## config.mk

```make
export PLATFORM = sky130hd
export DESIGN_NAME = psc_ctrl
export DESIGN_NICKNAME = d
export VERILOG_FILES = /design/src/psc_pkg.sv /design/src/psc_ctrl.sv /design/src/psc_lin_dec.sv /design/src/psc_pwm_core.sv
export SDC_FILE = /design/constraint.sdc
export NUM_CORES = 2
export LEC_CHECK = 0
export BUFFER_PORTS_ARGS = -buffer_cell sky130_fd_sc_hd__buf_2
export CAP_MARGIN = 20
export CELL_PAD_IN_SITES_DETAIL_PLACEMENT = 0
export CELL_PAD_IN_SITES_GLOBAL_PLACEMENT = 1
export CORE_MARGIN = 10
export CORE_UTILIZATION = 50
export CTS_CLUSTER_SIZE = 10
export DETAILED_ROUTE_END_ITERATION = 8
export HOLD_SLACK_MARGIN = 0.03
export PLACE_DENSITY = 0.81
export SETUP_SLACK_MARGIN = 0.3
export SLEW_MARGIN = 20
export SYNTH_ARGS = -nofsm -noshare
export SYNTH_HDL_FRONTEND = slang
export SYNTH_SLANG_ARGS = --single-unit
```

## constraint.sdc

```tcl
create_clock -name clk_sys -period 69.9 [get_ports clk_sys]
set_input_delay 3.495 -clock clk_sys [delete_from_list [all_inputs] [get_ports clk_sys]]
set_output_delay 3.495 -clock clk_sys [all_outputs]
set_load 0.03 [all_outputs]
```

## src/psc_pkg.sv

```systemverilog
// shared constants and types of the switching configuration block
package psc_pkg;

    // ------------------------------------------------------------------
    // command codes
    // ------------------------------------------------------------------
    localparam logic [7:0]  CMD_DUTY_CEIL     = 8'h32;
    localparam logic [7:0]  CMD_SW_FREQ       = 8'h33;
    localparam logic [7:0]  CMD_EFFICIENCY    = 8'h34;
    localparam logic [7:0]  CMD_PHASE_POS     = 8'h37;

    // ------------------------------------------------------------------
    // reset values and field layout
    // ------------------------------------------------------------------
    localparam logic [15:0] DUTY_CEIL_RST     = 16'hEAD0;
    localparam logic [23:0] DUTY_CEIL_FX_RST  = 24'h005A00;
    localparam logic [15:0] SW_FREQ_RST       = 16'h0000;
    localparam logic        EFF_DIODE_RST     = 1'b0;
    localparam logic [3:0]  PHASE_POS_RST     = 4'h0;
    localparam int          LIN_EXP_LSB       = 11;
    localparam int          LIN_MAN_MSB       = 10;
    localparam int          FX_FRAC           = 8;
    localparam int          FX_W              = 24;
    localparam int          EFF_DIODE_BIT     = 0;
    localparam int          PHASE_POS_W       = 4;
    localparam logic [4:0]  PHASE_STEPS       = 5'h10;

    // ------------------------------------------------------------------
    // ranges, in value x 2^FX_FRAC; divisor limits as plain counts
    // ------------------------------------------------------------------
    localparam logic [23:0] DUTY_MAX_FX       = 24'h006400;
    localparam logic [23:0] FREQ_MIN_FX       = 24'h00C800;
    localparam logic [23:0] FREQ_MAX_FX       = 24'h03E800;
    localparam logic [23:0] REF_KHZ_FX        = 24'h753000;
    localparam logic [23:0] DIV_NUM_X2        = 24'hEA6000;
    localparam logic [7:0]  DIV_MIN           = 8'h1E;
    localparam logic [7:0]  DIV_MAX           = 8'h96;
    localparam logic [7:0]  DIV_RST           = 8'h4B;

    // ------------------------------------------------------------------
    // timing
    // ------------------------------------------------------------------
    localparam int          SYS_CLK_NS        = 20;
    localparam int          SYS_MHZ           = 1000 / SYS_CLK_NS;
    localparam int          REF_MHZ           = 30;
    localparam logic [1:0]  STRAP_SETTLE      = 2'h3;

    // ------------------------------------------------------------------
    // types
    // ------------------------------------------------------------------
    typedef struct packed {
        logic        valid;
        logic        write;
        logic [7:0]  code;
        logic [15:0] data;
    } psc_req_s;

    typedef struct packed {
        logic        valid;
        logic        nak;
        logic [15:0] data;
    } psc_rsp_s;

    typedef struct packed {
        logic [15:0] freq_word;
        logic [6:0]  addr;
        logic        sync;
    } psc_pins_s;

    typedef enum logic [1:0] {
        BOOT_WAIT = 2'b00,
        BOOT_LOAD = 2'b01,
        BOOT_RUN  = 2'b10
    } psc_boot_e;

endpackage : psc_pkg

```

## src/psc_ctrl.sv

```systemverilog
// switching configuration command block, top level
//
// Operation
// - output on-time never exceeds the stored duty ceiling; reset is 90 percent.
// - out-of-range writes are refused and the old setting stays.
// - switching frequency is 30 MHz over n, n from 30 to 150.
// - written frequency rounds to the nearest integer divisor.
// - frequency starts from the frequency strap word if it is in range; a valid write overrides it.
// - efficiency bit 0 enables diode emulation; bits 15:1 must be zero; reset off.
// - switching phase is offset from the shared sync by the position.
// - position resets from the low four bits of the bus address.
// - in a current-share group positions come automatically unless written.
// - position field 3:0, zero means sixteen, 22.5 degrees per step.
`timescale 1ns/1ps
module psc_ctrl
    import psc_pkg::*;
(
    input  wire logic          clk_sys,
    input  wire logic          reset_n,
    input  wire logic          clk_en,
    input  wire psc_req_s      req,
    output psc_rsp_s           rsp,
    input  wire logic [15:0]   strap_freq_word,
    input  wire logic [6:0]    bus_addr,
    input  wire logic          sync_in,
    input  wire logic          output_enable,
    input  wire logic [7:0]    duty_demand,
    input  wire logic          share_member,
    input  wire logic [3:0]    share_pos,
    output logic               pwm_out,
    output logic               diode_emulation,
    output logic [7:0]         active_divisor,
    output logic               config_ready
);

    // ------------------------------------------------------------------
    // pin synchronisers
    // ------------------------------------------------------------------
    psc_pins_s pins_in;
    psc_pins_s s1_q, s2_q, s3_q;
    logic      sync_lvl_q, sync_lvl_d;
    logic      sync_edge;

    assign pins_in = '{freq_word: strap_freq_word, addr: bus_addr,
                       sync: sync_in};

    always_comb begin
        sync_lvl_d = sync_lvl_q;
        if (s2_q.sync == s3_q.sync) begin
            sync_lvl_d = s3_q.sync;
        end
    end

    assign sync_edge = sync_lvl_d && !sync_lvl_q;

    always_ff @(posedge clk_sys or negedge reset_n) begin
        if (!reset_n) begin
            s1_q       <= '0;
            s2_q       <= '0;
            s3_q       <= '0;
            sync_lvl_q <= 1'b0;
        end else if (clk_en) begin
            s1_q       <= pins_in;
            s2_q       <= s1_q;
            s3_q       <= s2_q;
            sync_lvl_q <= sync_lvl_d;
        end
    end

    // ------------------------------------------------------------------
    // linear decode and range checks
    // ------------------------------------------------------------------
    psc_boot_e          boot_q, boot_d;
    logic [1:0]         settle_q, settle_d;
    logic [15:0]        dec_word;
    logic [FX_W-1:0]    dec_fx;
    logic               dec_neg;
    logic               dec_ovf;
    logic               duty_ok;
    logic               freq_ok;
    logic [FX_W-1:0]    div_den;
    logic [FX_W-1:0]    div_x2;
    logic [7:0]         div_round;

    assign dec_word = (boot_q == BOOT_RUN) ? req.data : s3_q.freq_word;

    psc_lin_dec u_dec (
        .clk_sys  (clk_sys),
        .word     (dec_word),
        .value_fx (dec_fx),
        .neg      (dec_neg),
        .ovf      (dec_ovf)
    );

    always_comb begin
        duty_ok   = !dec_neg && !dec_ovf && (dec_fx <= DUTY_MAX_FX);
        freq_ok   = !dec_neg && !dec_ovf && (dec_fx >= FREQ_MIN_FX)
                    && (dec_fx <= FREQ_MAX_FX);
        div_den   = (dec_fx == '0) ? FX_W'(1) : dec_fx;
        div_x2    = DIV_NUM_X2 / div_den;
        div_round = 8'((div_x2 + FX_W'(1)) >> 1);
    end

    // ------------------------------------------------------------------
    // configuration registers
    // ------------------------------------------------------------------
    logic [15:0]        duty_q, duty_d;
    logic [FX_W-1:0]    duty_fx_q, duty_fx_d;
    logic [15:0]        freq_q, freq_d;
    logic [7:0]         div_q, div_d;
    logic               eff_q, eff_d;
    logic [3:0]         phase_q, phase_d;
    logic               override_q, override_d;
    psc_rsp_s           rsp_q, rsp_d;
    logic [3:0]         phase_eff;
    logic               accept;

    always_comb begin
        boot_d     = boot_q;
        settle_d   = settle_q;
        duty_d     = duty_q;
        duty_fx_d  = duty_fx_q;
        freq_d     = freq_q;
        div_d      = div_q;
        eff_d      = eff_q;
        phase_d    = phase_q;
        override_d = override_q;
        accept     = 1'b0;
        rsp_d      = '{valid: req.valid, nak: 1'b1, data: 16'h0000};
        case (boot_q)
            BOOT_WAIT: begin
                if (settle_q != STRAP_SETTLE) begin
                    settle_d = settle_q + 2'h1;
                end else if (s2_q.freq_word == s3_q.freq_word
                             && s2_q.addr == s3_q.addr) begin
                    boot_d = BOOT_LOAD;
                end
            end
            BOOT_LOAD: begin
                phase_d = s3_q.addr[PHASE_POS_W-1:0];
                if (freq_ok) begin
                    freq_d = s3_q.freq_word;
                    div_d  = div_round;
                end
                boot_d = BOOT_RUN;
            end
            BOOT_RUN: begin
                if (req.valid && req.write) begin
                    case (req.code)
                        CMD_DUTY_CEIL: begin
                            accept = duty_ok;
                            if (duty_ok) begin
                                duty_d    = req.data;
                                duty_fx_d = dec_fx;
                            end
                        end
                        CMD_SW_FREQ: begin
                            accept = freq_ok;
                            if (freq_ok) begin
                                freq_d = req.data;
                                div_d  = div_round;
                            end
                        end
                        CMD_EFFICIENCY: begin
                            accept = (req.data[15:1] == 15'h0000);
                            if (accept) begin
                                eff_d = req.data[EFF_DIODE_BIT];
                            end
                        end
                        CMD_PHASE_POS: begin
                            accept = (req.data[15:PHASE_POS_W] == 12'h000);
                            if (accept) begin
                                phase_d    = req.data[PHASE_POS_W-1:0];
                                override_d = 1'b1;
                            end
                        end
                        default: begin
                            accept = 1'b0;
                        end
                    endcase
                    rsp_d.nak = !accept;
                end else if (req.valid) begin
                    rsp_d.nak = 1'b0;
                    case (req.code)
                        CMD_DUTY_CEIL:  rsp_d.data = duty_q;
                        CMD_SW_FREQ:    rsp_d.data = freq_q;
                        CMD_EFFICIENCY: rsp_d.data = {15'h0000, eff_q};
                        CMD_PHASE_POS:  rsp_d.data = {12'h000, phase_q};
                        default: begin
                            rsp_d.nak = 1'b1;
                        end
                    endcase
                end
            end
            default: begin
                boot_d = BOOT_WAIT;
            end
        endcase
    end

    always_ff @(posedge clk_sys or negedge reset_n) begin
        if (!reset_n) begin
            boot_q     <= BOOT_WAIT;
            settle_q   <= 2'h0;
            duty_q     <= DUTY_CEIL_RST;
            duty_fx_q  <= DUTY_CEIL_FX_RST;
            freq_q     <= SW_FREQ_RST;
            div_q      <= DIV_RST;
            eff_q      <= EFF_DIODE_RST;
            phase_q    <= PHASE_POS_RST;
            override_q <= 1'b0;
            rsp_q      <= '0;
        end else if (clk_en) begin
            boot_q     <= boot_d;
            settle_q   <= settle_d;
            duty_q     <= duty_d;
            duty_fx_q  <= duty_fx_d;
            freq_q     <= freq_d;
            div_q      <= div_d;
            eff_q      <= eff_d;
            phase_q    <= phase_d;
            override_q <= override_d;
            rsp_q      <= rsp_d;
        end
    end

    assign phase_eff = (share_member && !override_q) ? share_pos
                                                      : phase_q;

    // ------------------------------------------------------------------
    // switching core
    // ------------------------------------------------------------------
    psc_pwm_core u_core (
        .clk_sys      (clk_sys),
        .reset_n      (reset_n),
        .clk_en       (clk_en),
        .run          (output_enable && boot_q == BOOT_RUN),
        .div          (div_q),
        .duty_ceil_fx (duty_fx_q),
        .demand       (duty_demand),
        .phase_pos    (phase_eff),
        .sync_edge    (sync_edge),
        .pwm_out      (pwm_out)
    );

    assign rsp             = rsp_q;
    assign diode_emulation = eff_q;
    assign active_divisor  = div_q;
    assign config_ready    = (boot_q == BOOT_RUN);

    // ------------------------------------------------------------------
    // checks
    // ------------------------------------------------------------------
    logic [FX_W-1:0] chk_fx_q;
    logic [31:0]     chk_prod;
    logic [31:0]     chk_err;

    always_ff @(posedge clk_sys or negedge reset_n) begin
        if (!reset_n) begin
            chk_fx_q <= '0;
        end else if (clk_en) begin
            chk_fx_q <= dec_fx;
        end
    end

    assign chk_prod = 32'(div_q) * 32'(chk_fx_q);
    assign chk_err  = (chk_prod > 32'(REF_KHZ_FX))
                      ? chk_prod - 32'(REF_KHZ_FX)
                      : 32'(REF_KHZ_FX) - chk_prod;

    property p_reject_keep;
        @(posedge clk_sys) disable iff (!reset_n)
        ($past(clk_en) && rsp_q.valid && rsp_q.nak) |->
            ($stable(duty_q) && $stable(freq_q) && $stable(div_q)
             && $stable(eff_q) && $stable(phase_q));
    endproperty
    a_reject_keep: assert property (p_reject_keep)
        else $error("refused write changed a setting");

    property p_div_range;
        @(posedge clk_sys) disable iff (!reset_n)
        (div_q >= DIV_MIN) && (div_q <= DIV_MAX);
    endproperty
    a_div_range: assert property (p_div_range)
        else $error("divisor outside allowed span");

    property p_round;
        @(posedge clk_sys) disable iff (!reset_n)
        (clk_en && boot_q == BOOT_RUN && req.valid && req.write
         && req.code == CMD_SW_FREQ && freq_ok)
        |=> (chk_err <= (32'(chk_fx_q) >> 1));
    endproperty
    a_round: assert property (p_round)
        else $error("divisor not nearest to requested frequency");

    property p_strap_load;
        @(posedge clk_sys) disable iff (!reset_n)
        (clk_en && boot_q == BOOT_LOAD && freq_ok) |=>
            (freq_q == $past(s3_q.freq_word)) && (boot_q == BOOT_RUN);
    endproperty
    a_strap_load: assert property (p_strap_load)
        else $error("strapped frequency not loaded");

    property p_eff_read;
        @(posedge clk_sys) disable iff (!reset_n)
        (clk_en && boot_q == BOOT_RUN && req.valid && !req.write
         && req.code == CMD_EFFICIENCY)
        |=> (!rsp_q.nak && rsp_q.data[15:1] == 15'h0000
             && rsp_q.data[0] == diode_emulation);
    endproperty
    a_eff_read: assert property (p_eff_read)
        else $error("efficiency readback wrong");

    property p_phase_reset;
        @(posedge clk_sys) disable iff (!reset_n)
        (clk_en && boot_q == BOOT_LOAD) |=>
            (phase_q == $past(s3_q.addr[3:0])) && !override_q;
    endproperty
    a_phase_reset: assert property (p_phase_reset)
        else $error("position not taken from bus address");

    property p_share_auto;
        @(posedge clk_sys) disable iff (!reset_n)
        (share_member && !override_q) |-> (u_core.phase_pos == share_pos);
    endproperty
    a_share_auto: assert property (p_share_auto)
        else $error("group position not applied");

    c_freq_write: cover property (@(posedge clk_sys) disable iff (!reset_n)
        rsp_q.valid && !rsp_q.nak && $changed(div_q));
    c_reject: cover property (@(posedge clk_sys) disable iff (!reset_n)
        rsp_q.valid && rsp_q.nak && boot_q == BOOT_RUN);

endmodule : psc_ctrl

```

## src/psc_lin_dec.sv

```systemverilog
// linear-11 word to unsigned fixed point decoder
`timescale 1ns/1ps
module psc_lin_dec
    import psc_pkg::*;
(
    input  wire logic          clk_sys,
    input  wire logic [15:0]   word,
    output logic [FX_W-1:0]    value_fx,
    output logic               neg,
    output logic               ovf
);

    // ------------------------------------------------------------------
    // decode
    // ------------------------------------------------------------------
    logic signed [4:0]  exp_n;
    logic signed [10:0] man_y;
    logic signed [5:0]  shift;
    logic [10:0]        mag;
    logic [39:0]        wide;

    assign exp_n = word[15:LIN_EXP_LSB];
    assign man_y = word[LIN_MAN_MSB:0];
    assign shift = 6'(exp_n) + 6'sd8;

    always_comb begin
        mag  = man_y[10] ? 11'(-man_y) : 11'(man_y);
        wide = {29'h0, mag};
        if (shift >= 0) begin
            wide = wide << 6'(shift);
        end else begin
            wide = wide >> 6'(-shift);
        end
    end

    assign neg      = man_y[10];
    assign ovf      = |wide[39:FX_W];
    assign value_fx = wide[FX_W-1:0];

    // ------------------------------------------------------------------
    // checks
    // ------------------------------------------------------------------
    property p_lin_unity;
        @(posedge clk_sys) (exp_n == 5'sd0 && !neg) |->
            (value_fx == (FX_W'(mag) << FX_FRAC));
    endproperty
    a_lin_unity: assert property (p_lin_unity)
        else $error("linear decode with zero exponent wrong");

endmodule : psc_lin_dec

```

## src/psc_pwm_core.sv

```systemverilog
// switching counter, phase offset and duty limiting
`timescale 1ns/1ps
module psc_pwm_core
    import psc_pkg::*;
(
    input  wire logic              clk_sys,
    input  wire logic              reset_n,
    input  wire logic              clk_en,
    input  wire logic              run,
    input  wire logic [7:0]        div,
    input  wire logic [FX_W-1:0]   duty_ceil_fx,
    input  wire logic [7:0]        demand,
    input  wire logic [3:0]        phase_pos,
    input  wire logic              sync_edge,
    output logic                   pwm_out
);

    // ------------------------------------------------------------------
    // state
    // ------------------------------------------------------------------
    logic [6:0]  acc_q,  acc_d;
    logic [7:0]  cnt_q,  cnt_d;
    logic [7:0]  div_q,  div_d;
    logic        pwm_q,  pwm_d;
    logic        tick;
    logic [4:0]  pos_eff;
    logic [8:0]  offset;
    logic [7:0]  load_val;
    logic [31:0] lim_prod;
    logic [7:0]  on_lim;
    logic [15:0] req_prod;
    logic [7:0]  on_cnt;

    // ------------------------------------------------------------------
    // next state
    // ------------------------------------------------------------------
    always_comb begin
        // reference ticks at REF_MHZ out of the system clock
        acc_d = acc_q + 7'(REF_MHZ);
        tick  = 1'b0;
        if (acc_d >= 7'(SYS_MHZ)) begin
            acc_d = acc_d - 7'(SYS_MHZ);
            tick  = 1'b1;
        end
        pos_eff  = (phase_pos == 4'h0) ? PHASE_STEPS : {1'b0, phase_pos};
        offset   = 9'((13'(pos_eff) * 13'(div_q)) >> PHASE_POS_W);
        load_val = (offset >= 9'(div_q)) ? 8'h00 : 8'(9'(div_q) - offset);
        lim_prod = (32'(duty_ceil_fx) * 32'(div_q)) / 32'(DUTY_MAX_FX);
        on_lim   = 8'(lim_prod);
        req_prod = (16'(demand) * 16'(div_q)) >> 8;
        on_cnt   = (8'(req_prod) > on_lim) ? on_lim : 8'(req_prod);
        div_d    = div_q;
        cnt_d    = cnt_q;
        if (sync_edge) begin
            cnt_d = load_val;
        end else if (tick) begin
            if (cnt_q >= div_q - 8'h01) begin
                cnt_d = 8'h00;
                div_d = div;
            end else begin
                cnt_d = cnt_q + 8'h01;
            end
        end
        pwm_d = run && (cnt_q < on_cnt);
    end

    always_ff @(posedge clk_sys or negedge reset_n) begin
        if (!reset_n) begin
            acc_q <= 7'h00;
            cnt_q <= 8'h00;
            div_q <= DIV_RST;
            pwm_q <= 1'b0;
        end else if (clk_en) begin
            acc_q <= acc_d;
            cnt_q <= cnt_d;
            div_q <= div_d;
            pwm_q <= pwm_d;
        end
    end

    assign pwm_out = pwm_q;

    // ------------------------------------------------------------------
    // checks
    // ------------------------------------------------------------------
    property p_duty_cap;
        @(posedge clk_sys) disable iff (!reset_n)
        ($past(clk_en) && pwm_q) |-> ($past(cnt_q) < $past(on_lim));
    endproperty
    a_duty_cap: assert property (p_duty_cap)
        else $error("output high beyond duty ceiling");

    property p_cnt_range;
        @(posedge clk_sys) disable iff (!reset_n)
        (cnt_q < div_q) && (div_q >= DIV_MIN) && (div_q <= DIV_MAX);
    endproperty
    a_cnt_range: assert property (p_cnt_range)
        else $error("switching counter outside divisor");

    property p_sync_phase;
        @(posedge clk_sys) disable iff (!reset_n)
        (clk_en && sync_edge && phase_pos == 4'h0) |=> (cnt_q == 8'h00);
    endproperty
    a_sync_phase: assert property (p_sync_phase)
        else $error("position zero not aligned to sync");

    c_sync: cover property (@(posedge clk_sys) disable iff (!reset_n)
        clk_en && sync_edge && phase_pos == 4'h1);

endmodule : psc_pwm_core
```

Word level (Yosys, flattened, before mapping)
Cells that the tools add are included.
{"block": "op_classes", "addsub": 10, "mul": 3, "n_div": 2, "order_cmp": 9, "n_eq_ne": 18, "n_shift": 2, "n_mux": 39, "bitwise_logic": 2, "reduce_logical": 34}
{"operator": "2-to-1 mux 16 bit", "count": 6}
{"operator": "2-to-1 mux 8 bit", "count": 8}
{"operator": "case mux 16 bit (4 select lines)", "count": 1}
{"operator": "2-to-1 mux 40 bit", "count": 1}
{"operator": "left shift 11 x 6 -> 40 bit", "count": 1}
{"operator": "right shift 11 x 6 -> 40 bit", "count": 1}
{"operator": "2-to-1 mux 17 bit", "count": 2}
{"operator": "divider 32 x 15 -> 32 bit, second input constant", "count": 1}
{"operator": "== test 8 x 6 -> 1 bit, second input constant", "count": 4}
{"operator": "multiplier 24 x 8 -> 32 bit", "count": 1}
{"operator": "case mux 16 bit (2 select lines)", "count": 1}
{"operator": "divider 24 x 24 -> 24 bit, first input constant", "count": 1}
{"operator": "greater-or-equal comparator 24 x 16 -> 1 bit, second input constant", "count": 1}
{"operator": "less-or-equal comparator 24 x 15 -> 1 bit, second input constant", "count": 1}
{"operator": "less-or-equal comparator 24 x 18 -> 1 bit, second input constant", "count": 1}
{"operator": "logical NOT 24 bit", "count": 1}
{"operator": "2-to-1 mux 24 bit", "count": 1}
{"operator": "AND reduction 5 bit", "count": 4}
{"operator": "== test 16 bit", "count": 1}
{"operator": "multiplier 8 x 8 -> 16 bit", "count": 1}
{"operator": "2-to-1 mux 4 bit", "count": 4}
{"operator": "case mux 8 bit (2 select lines)", "count": 1}
{"operator": "OR reduction 16 bit", "count": 1}
{"operator": "logical NOT 15 bit", "count": 1}
{"operator": "other kinds (43)", "count": 73}
{"block": "totals", "regBits": 189, "in_bits": 67, "output_inout_bits": 29, "elab_cells": 145}

Depth between registers and ports, before layout
{"block": "logic_depth", "ltp_word": 17, "ltp_mapped": 393, "mapped_depth_nobuf": 373}

Hierarchy
A second synthesis with hierarchy kept.
{"block": "unflattened", "hier_cells": 5730, "area_unflattened_um2": 44232.4}
{"module": "psc_ctrl", "instances": 1, "cells_per_inst": 3289, "area_each_um2": 25725.9, "seq_area_each_um2": 4149.0}
{"module": "psc_pwm_core", "instances": 1, "cells_per_inst": 2075, "area_each_um2": 16223.1, "seq_area_each_um2": 580.6}
{"module": "psc_lin_dec", "instances": 1, "cells_per_inst": 366, "area_each_um2": 2283.4, "seq_area_each_um2": 0.0}

Worst setup path after synthesis
Ideal clock, no wire load.
{"block": "synth_timing", "kind": "input to register", "from": "in req[14] (netlist bit)", "to": "reg div_q[5], in the netlist active_divisor[5]", "setup_time_ns": 0.083, "arrival_ns": 65.878, "required_time_ns": 69.817, "slack_ns": 3.940, "stages": 364, "path_buffers": 22, "path_cell_list": "mux2i_1 clkbuf_1 clkbuf_1 ha_1 clkbuf_1 xor2_1 clkbuf_1 nor2_1 a221oi_1 a311o_1 a21boi_0 nand3_1 o41a_1 clkbuf_1 nor3_1 inv_1 ha_1 nor2_1 [... 328 more ...] clkbuf_1 o31ai_1 ha_1 a21oi_1 nor2b_1 o21ai_0 nand2b_1 a21oi_1 nor2b_1 o21ai_0 nand2b_1 a221oi_1 o31ai_1 ha_1 nand3_1 nor4_1 xnor2_1 o21ai_0"}
{"block": "synth_between", "elab_chain_cells": 14, "elab_cells_between_ends": 22, "cone_classes": "add/sub (3); div (1); order compare (3); shift (2); mux (7); reduce/logical (6)"}
{"item": "start, declared", "line": "psc_ctrl.sv:21", "source": "input wire psc_req_s req,"}
{"item": "2-to-1 mux 16 bit *", "line": "psc_ctrl.sv:85", "source": "assign dec_word = (boot_q == BOOT_RUN) ? req.data : s3_q.freq_word;"}
{"item": "adder 5 x 5 -> 6 bit *", "line": "psc_lin_dec.sv:24", "source": "assign shift = 6'(exp_n) + 6'sd8;"}
{"item": "negator 6 bit", "line": "psc_lin_dec.sv:32", "source": "wide = wide >> 6'(-shift);"}
{"item": "right shift 11 x 6 -> 40 bit", "line": "psc_lin_dec.sv:32"}
{"item": "2-to-1 mux 40 bit *", "line": "psc_lin_dec.sv:29", "source": "if (shift >= 0) begin"}
{"item": "branches (longest 5 deep; another with divider 24 x 24 -> 24 bit)"}
{"item": "2-to-1 mux 8 bit *", "line": "psc_ctrl.sv:141, psc_ctrl.sv:159"}
{"item": "2-to-1 mux 8 bit", "line": "psc_ctrl.sv:149", "source": "case (req.code)"}
{"item": "2-to-1 mux 8 bit", "line": "psc_ctrl.sv:148", "source": "if (req.valid && req.write) begin"}
{"item": "case mux 8 bit (2 select lines) *", "line": "psc_ctrl.sv:130", "source": "case (boot_q)"}
{"item": "end signal, assigned", "line": "psc_ctrl.sv:219", "source": "div_q <= div_d;"}
{"item": "end, declared", "line": "psc_ctrl.sv:110", "source": "logic [7:0] div_q, div_d;"}
Every way passes the cells marked *. The select of a mux whose other input is x is not followed.
A chain may end at the register's enable or synchronous reset.

Worst setup path after layout
{"block": "layout_timing", "from": "in req[1] (netlist bit)", "to": "reg div_q[7], in the netlist active_divisor[7]"}
{"block": "layout_between", "elab_chain_cells": 14, "elab_cells_between_ends": 21, "cone_classes": "add/sub (2); div (1); order compare (2); shift (2); mux (8); reduce/logical (6)"}
{"item": "2-to-1 mux 16 bit *", "line": "psc_ctrl.sv:85"}
{"item": "negator 11 bit", "line": "psc_lin_dec.sv:27", "source": "mag = man_y[10] ? 11'(-man_y) : 11'(man_y);"}
{"item": "2-to-1 mux 11 bit *", "line": "psc_lin_dec.sv:27"}
{"item": "right shift 11 x 6 -> 40 bit or left shift 11 x 6 -> 40 bit (tied branches)", "line": "psc_lin_dec.sv:32, psc_lin_dec.sv:30"}
{"item": "2-to-1 mux 40 bit *", "line": "psc_lin_dec.sv:29"}
{"item": "branches (longest 5 deep; another with divider 24 x 24 -> 24 bit)"}
{"item": "2-to-1 mux 8 bit *", "line": "psc_ctrl.sv:141, psc_ctrl.sv:159"}
{"item": "2-to-1 mux 8 bit", "line": "psc_ctrl.sv:149"}
{"item": "2-to-1 mux 8 bit", "line": "psc_ctrl.sv:148"}
{"item": "case mux 8 bit (2 select lines) *", "line": "psc_ctrl.sv:130"}
Marked as above.

==> flow_summary_export.csv <==
group,metric,value,unit
logic_synthesis,ys_ff_latch,188,
min_path,hp-class,"flop to flop",
sta,finClkSkew,0.0158,ns
logic_synthesis,syn_nets,5385,
sta,clock.fmax,15.5,MHz
worst_setup_path,startpoint_type,"input port",
sta,final-hold-violation-count,0,
logic_synthesis,async_reset_ff_share,100,%
logic_synthesis,synth_top_family_by_area,"adder cells",
outcome,run_status,"finished, final reports clean",
clock_network,cts_tree,"done",
detailed_routing,drt_iter0_drc,2389,
global_routing,grt.overflow.total,0,
sta,rsz0062_at_grt,"false",
clock_network,clkTransAtPathRegs,0.08,ns
global_routing,grt_pass1_wl,173000,um
finish,final_layout_size_suffix_gt1_share,13.6,%
job,cap_violations,0,
finish,most-common-layout-cells,"ha_1, nand2_1, nor2_1, inv_1, a21oi_1",
logic_synthesis,synth_top_area_cell,"ha_1",
logic_synthesis,synth-simple-area-share,19.3,%
logic_synthesis,synth_warnings,0,
place,gp_congestion,0.952,
clock_network,htreeDepth,4,
sta,finalCriticalPeriod,64.62,ns
sta,setup_violations,0,
detailed_routing,via_count,33700,
worst_setup_path,arrival,64.99,ns
worst_setup_path,critical_path_class,"input port to flop",
detailed_routing,detail-route-antenna-nets,0,
worst_setup_path,reg2reg_setup_slack,7.05,ns
floorplan,die-width,295,um
worst_setup_path,crit_top_cell,"a21o_1",
sta,fin_tns_setup,0,ns
global_routing,antenna_found_initial,1,
logic_synthesis,synth_top_area_share,14.6,%
worst_setup_path,cp_slowest_cell,"or4_4",
clock_network,cts_sinks,188,
clock_network,cts_root_buf,"clkbuf_16",
global_routing,track_usage,24.2,%
place,dp_hpwl,82300,um
sta,fin_crit_sh,92.5,%
floorplan,die_h,295,um
logic_synthesis,synth-adder-area-share,24.7,%
logic_synthesis,ys_top_cells_by_area,"ha_1, dfrtp_1, fa_1",
worst_setup_path,endpoint_kind,"flop",
global_routing,grt_pass1_vias,32800,
logic_synthesis,synthXorXnorAreaFrac,7.04,%
logic_synthesis,yosysSeqAreaShare,12.5,%
detailed_routing,via_per_inst,5.92,
detailed_routing,drc_errors,0,
logic_synthesis,yosysUniqueCellTypes,125,
detailed_routing,wl_per_cell,18.8,um
sta,tightest_slew,1.30,ns
clock_network,clkLatencyLatePin,0.47,ns
finish,layout_commonest_cell,"ha_1",
logic_synthesis,ys.flop_type,"dfrtp_1",
logic_synthesis,synth-compound-area-share,20.4,%
finish,fin_nets,5403,
logic_synthesis,synth-edff-count,0,
sta,drv_slew,0,
logic_synthesis,syn_inst,4690,
logic_synthesis,muxShareOfSynthArea,10.4,%
finish,syn2layout_area_growth,6.86,%
clock_network,cts_made_buffers,17,
floorplan,dieArea,86800,um^2
floorplan,coreArea,74600,um^2
sta,max_slew_margin,12.4,%
clock_network,clockBufferDepth,2,
detailed_routing,drtPass1Iterations,6,
logic_synthesis,synth.avg_cell_area,8.04,um^2
worst_setup_path,critPathRequiredTime,70.27,ns
floorplan,rows,100,
place,io_buffers,95,
worst_setup_path,worstPathMaxFanout,30,
detailed_routing,routed_wl,107000,um
floorplan,start_util,50.6,%
logic_synthesis,netlist_area,37700,um^2
global_routing,grt_max_degree,78,
worst_setup_path,slowest_delay,0.61,ns
floorplan,io-pin-count,96,
[routing by layer]
metal,global-route usage (%),part of all wire [%],vias to the layer above
li1,-,-,16600
met1,32.5,47,16100
met2,40.7,46,825
met3,2.67,4.4,158
met4,6.31,2.4,0
met5,0,0,-
[worst paths after layout]
path                              from                 to  cells after the start
max                             req[1]  active_divisor[7]                    365
max reg2reg                  boot_q[0]  active_divisor[7]                    367
min                        settle_q[0]        settle_q[0]                      1
min reg2reg                settle_q[0]        settle_q[0]                      1
max in group asynchronous      reset_n      duty_fx_q[19]                      3
min in group asynchronous      reset_n            s1_q[1]                      1
[synth_stat cells, types with 8 or more instances]
cell type  number
a211oi_1       32
a21boi_0       30
a21o_1        149
a21oi_1       311
a221oi_1        9
a22oi_1         8
a31oi_1        32
and2_1        158
and3_1         24
buf_1          20
buf_2          25
buf_4          11
clkbuf_1      134
dfrtp_1       168
dfstp_2        20
fa_1          189
ha_1          439
inv_1         347
mux2_2        279
mux2i_1        74
nand2_1       417
nand2b_1      105
nand3_1        84
nand4_1        47
nor2_1        386
nor2b_1        66
nor3_1         85
nor3b_1        11
nor4_1         35
o211ai_1       25
o21a_1         50
o21ai_0       269
o21ai_1        23
o21bai_1       27
o22a_1          9
o22ai_1        26
o31ai_1        34
or3_1          18
or4_1          11
xnor2_1       202
xor2_1         95
[flip-flops by register name, summed over array words and instances, names as in the netlist]
register and cells:
active_divisor 8, boot_q 2, diode_emulation 1, duty_fx_q 24, duty_q 16, freq_q 16, override_q 1, phase_q 4
rsp 18, s1_q 24, s2_q 24, s3_q 24, settle_q 2, sync_lvl_q 1, u_core.acc_q 6, u_core.cnt_q 8
u_core.div_q 8, u_core.pwm_out 1
[worst max-delay path, delay by kind of cell]
| kind | cells | cell delay [ns] |
|---|---|---|
| XOR/XNOR | 1 | 0.12 |
| adder cells (fa/ha/maj) | 27 | 7.87 |
| AO/OA/AOI/OAI | 214 | 35.08 |
| AND/OR/NAND/NOR | 90 | 11.26 |
| buffers and inverters | 21 | 3.76 |
| multiplexers | 12 | 3.26 |
[per-stage QoR]
step | instance area (um^2) | setup slack (ns) | hold WS [ns] | utilization [%] | instances
2_1_floorplan | 37700 | 3.94 | 0.444 | - | 4690
3_3_place_gp | 39300 | 1.68 | 0.469 | 52.7 | 5634
3_5_place_dp | 39300 | 0.190 | 0.472 | 52.7 | 5634
4_1_cts | 39900 | 0.521 | 0.487 | 53.5 | 5666
5_1_grt | 40300 | 0.0233 | 0.495 | 54.1 | 5690
6_report | 40300 | 5.28 | 0.487 | 54.1 | 5691
[area by class of cell]
| cell class | instances | area, um^2 |
|---|---|---|
| fill | 7043 | 34300 |
| clock buffer | 19 | 433 |
| timing repair buffer | 190 | 1230 |
| sequential | 188 | 4730 |
| clock inverter | 13 | 179 |
| inverter | 351 | 1320 |
| multi-input combinational | 3960 | 31200 |
| antenna | 1 | 2.50 |
| tap | 969 | 1210 |
[timing repair]
item | in CTS | in global routing
setup endpoints to repair | 2 | 8
buffers inserted | 0 | 22
gates cloned | 0 | 2
gates resized for setup | 1 | 92
hold buffers | 0 | 0
pin swaps | 0 | 9
[cells by family after synthesis]
logic type	count (synthesis)
simple gates	1495
xor+xnor	300
mux	356
fa+ha+maj	634
buf+inv	543
compound gates	1174
flops	188
Power is left out: the tool's default activity adds up to more than one toggle a clock period on the data nets, which glitch-free logic cannot reach.
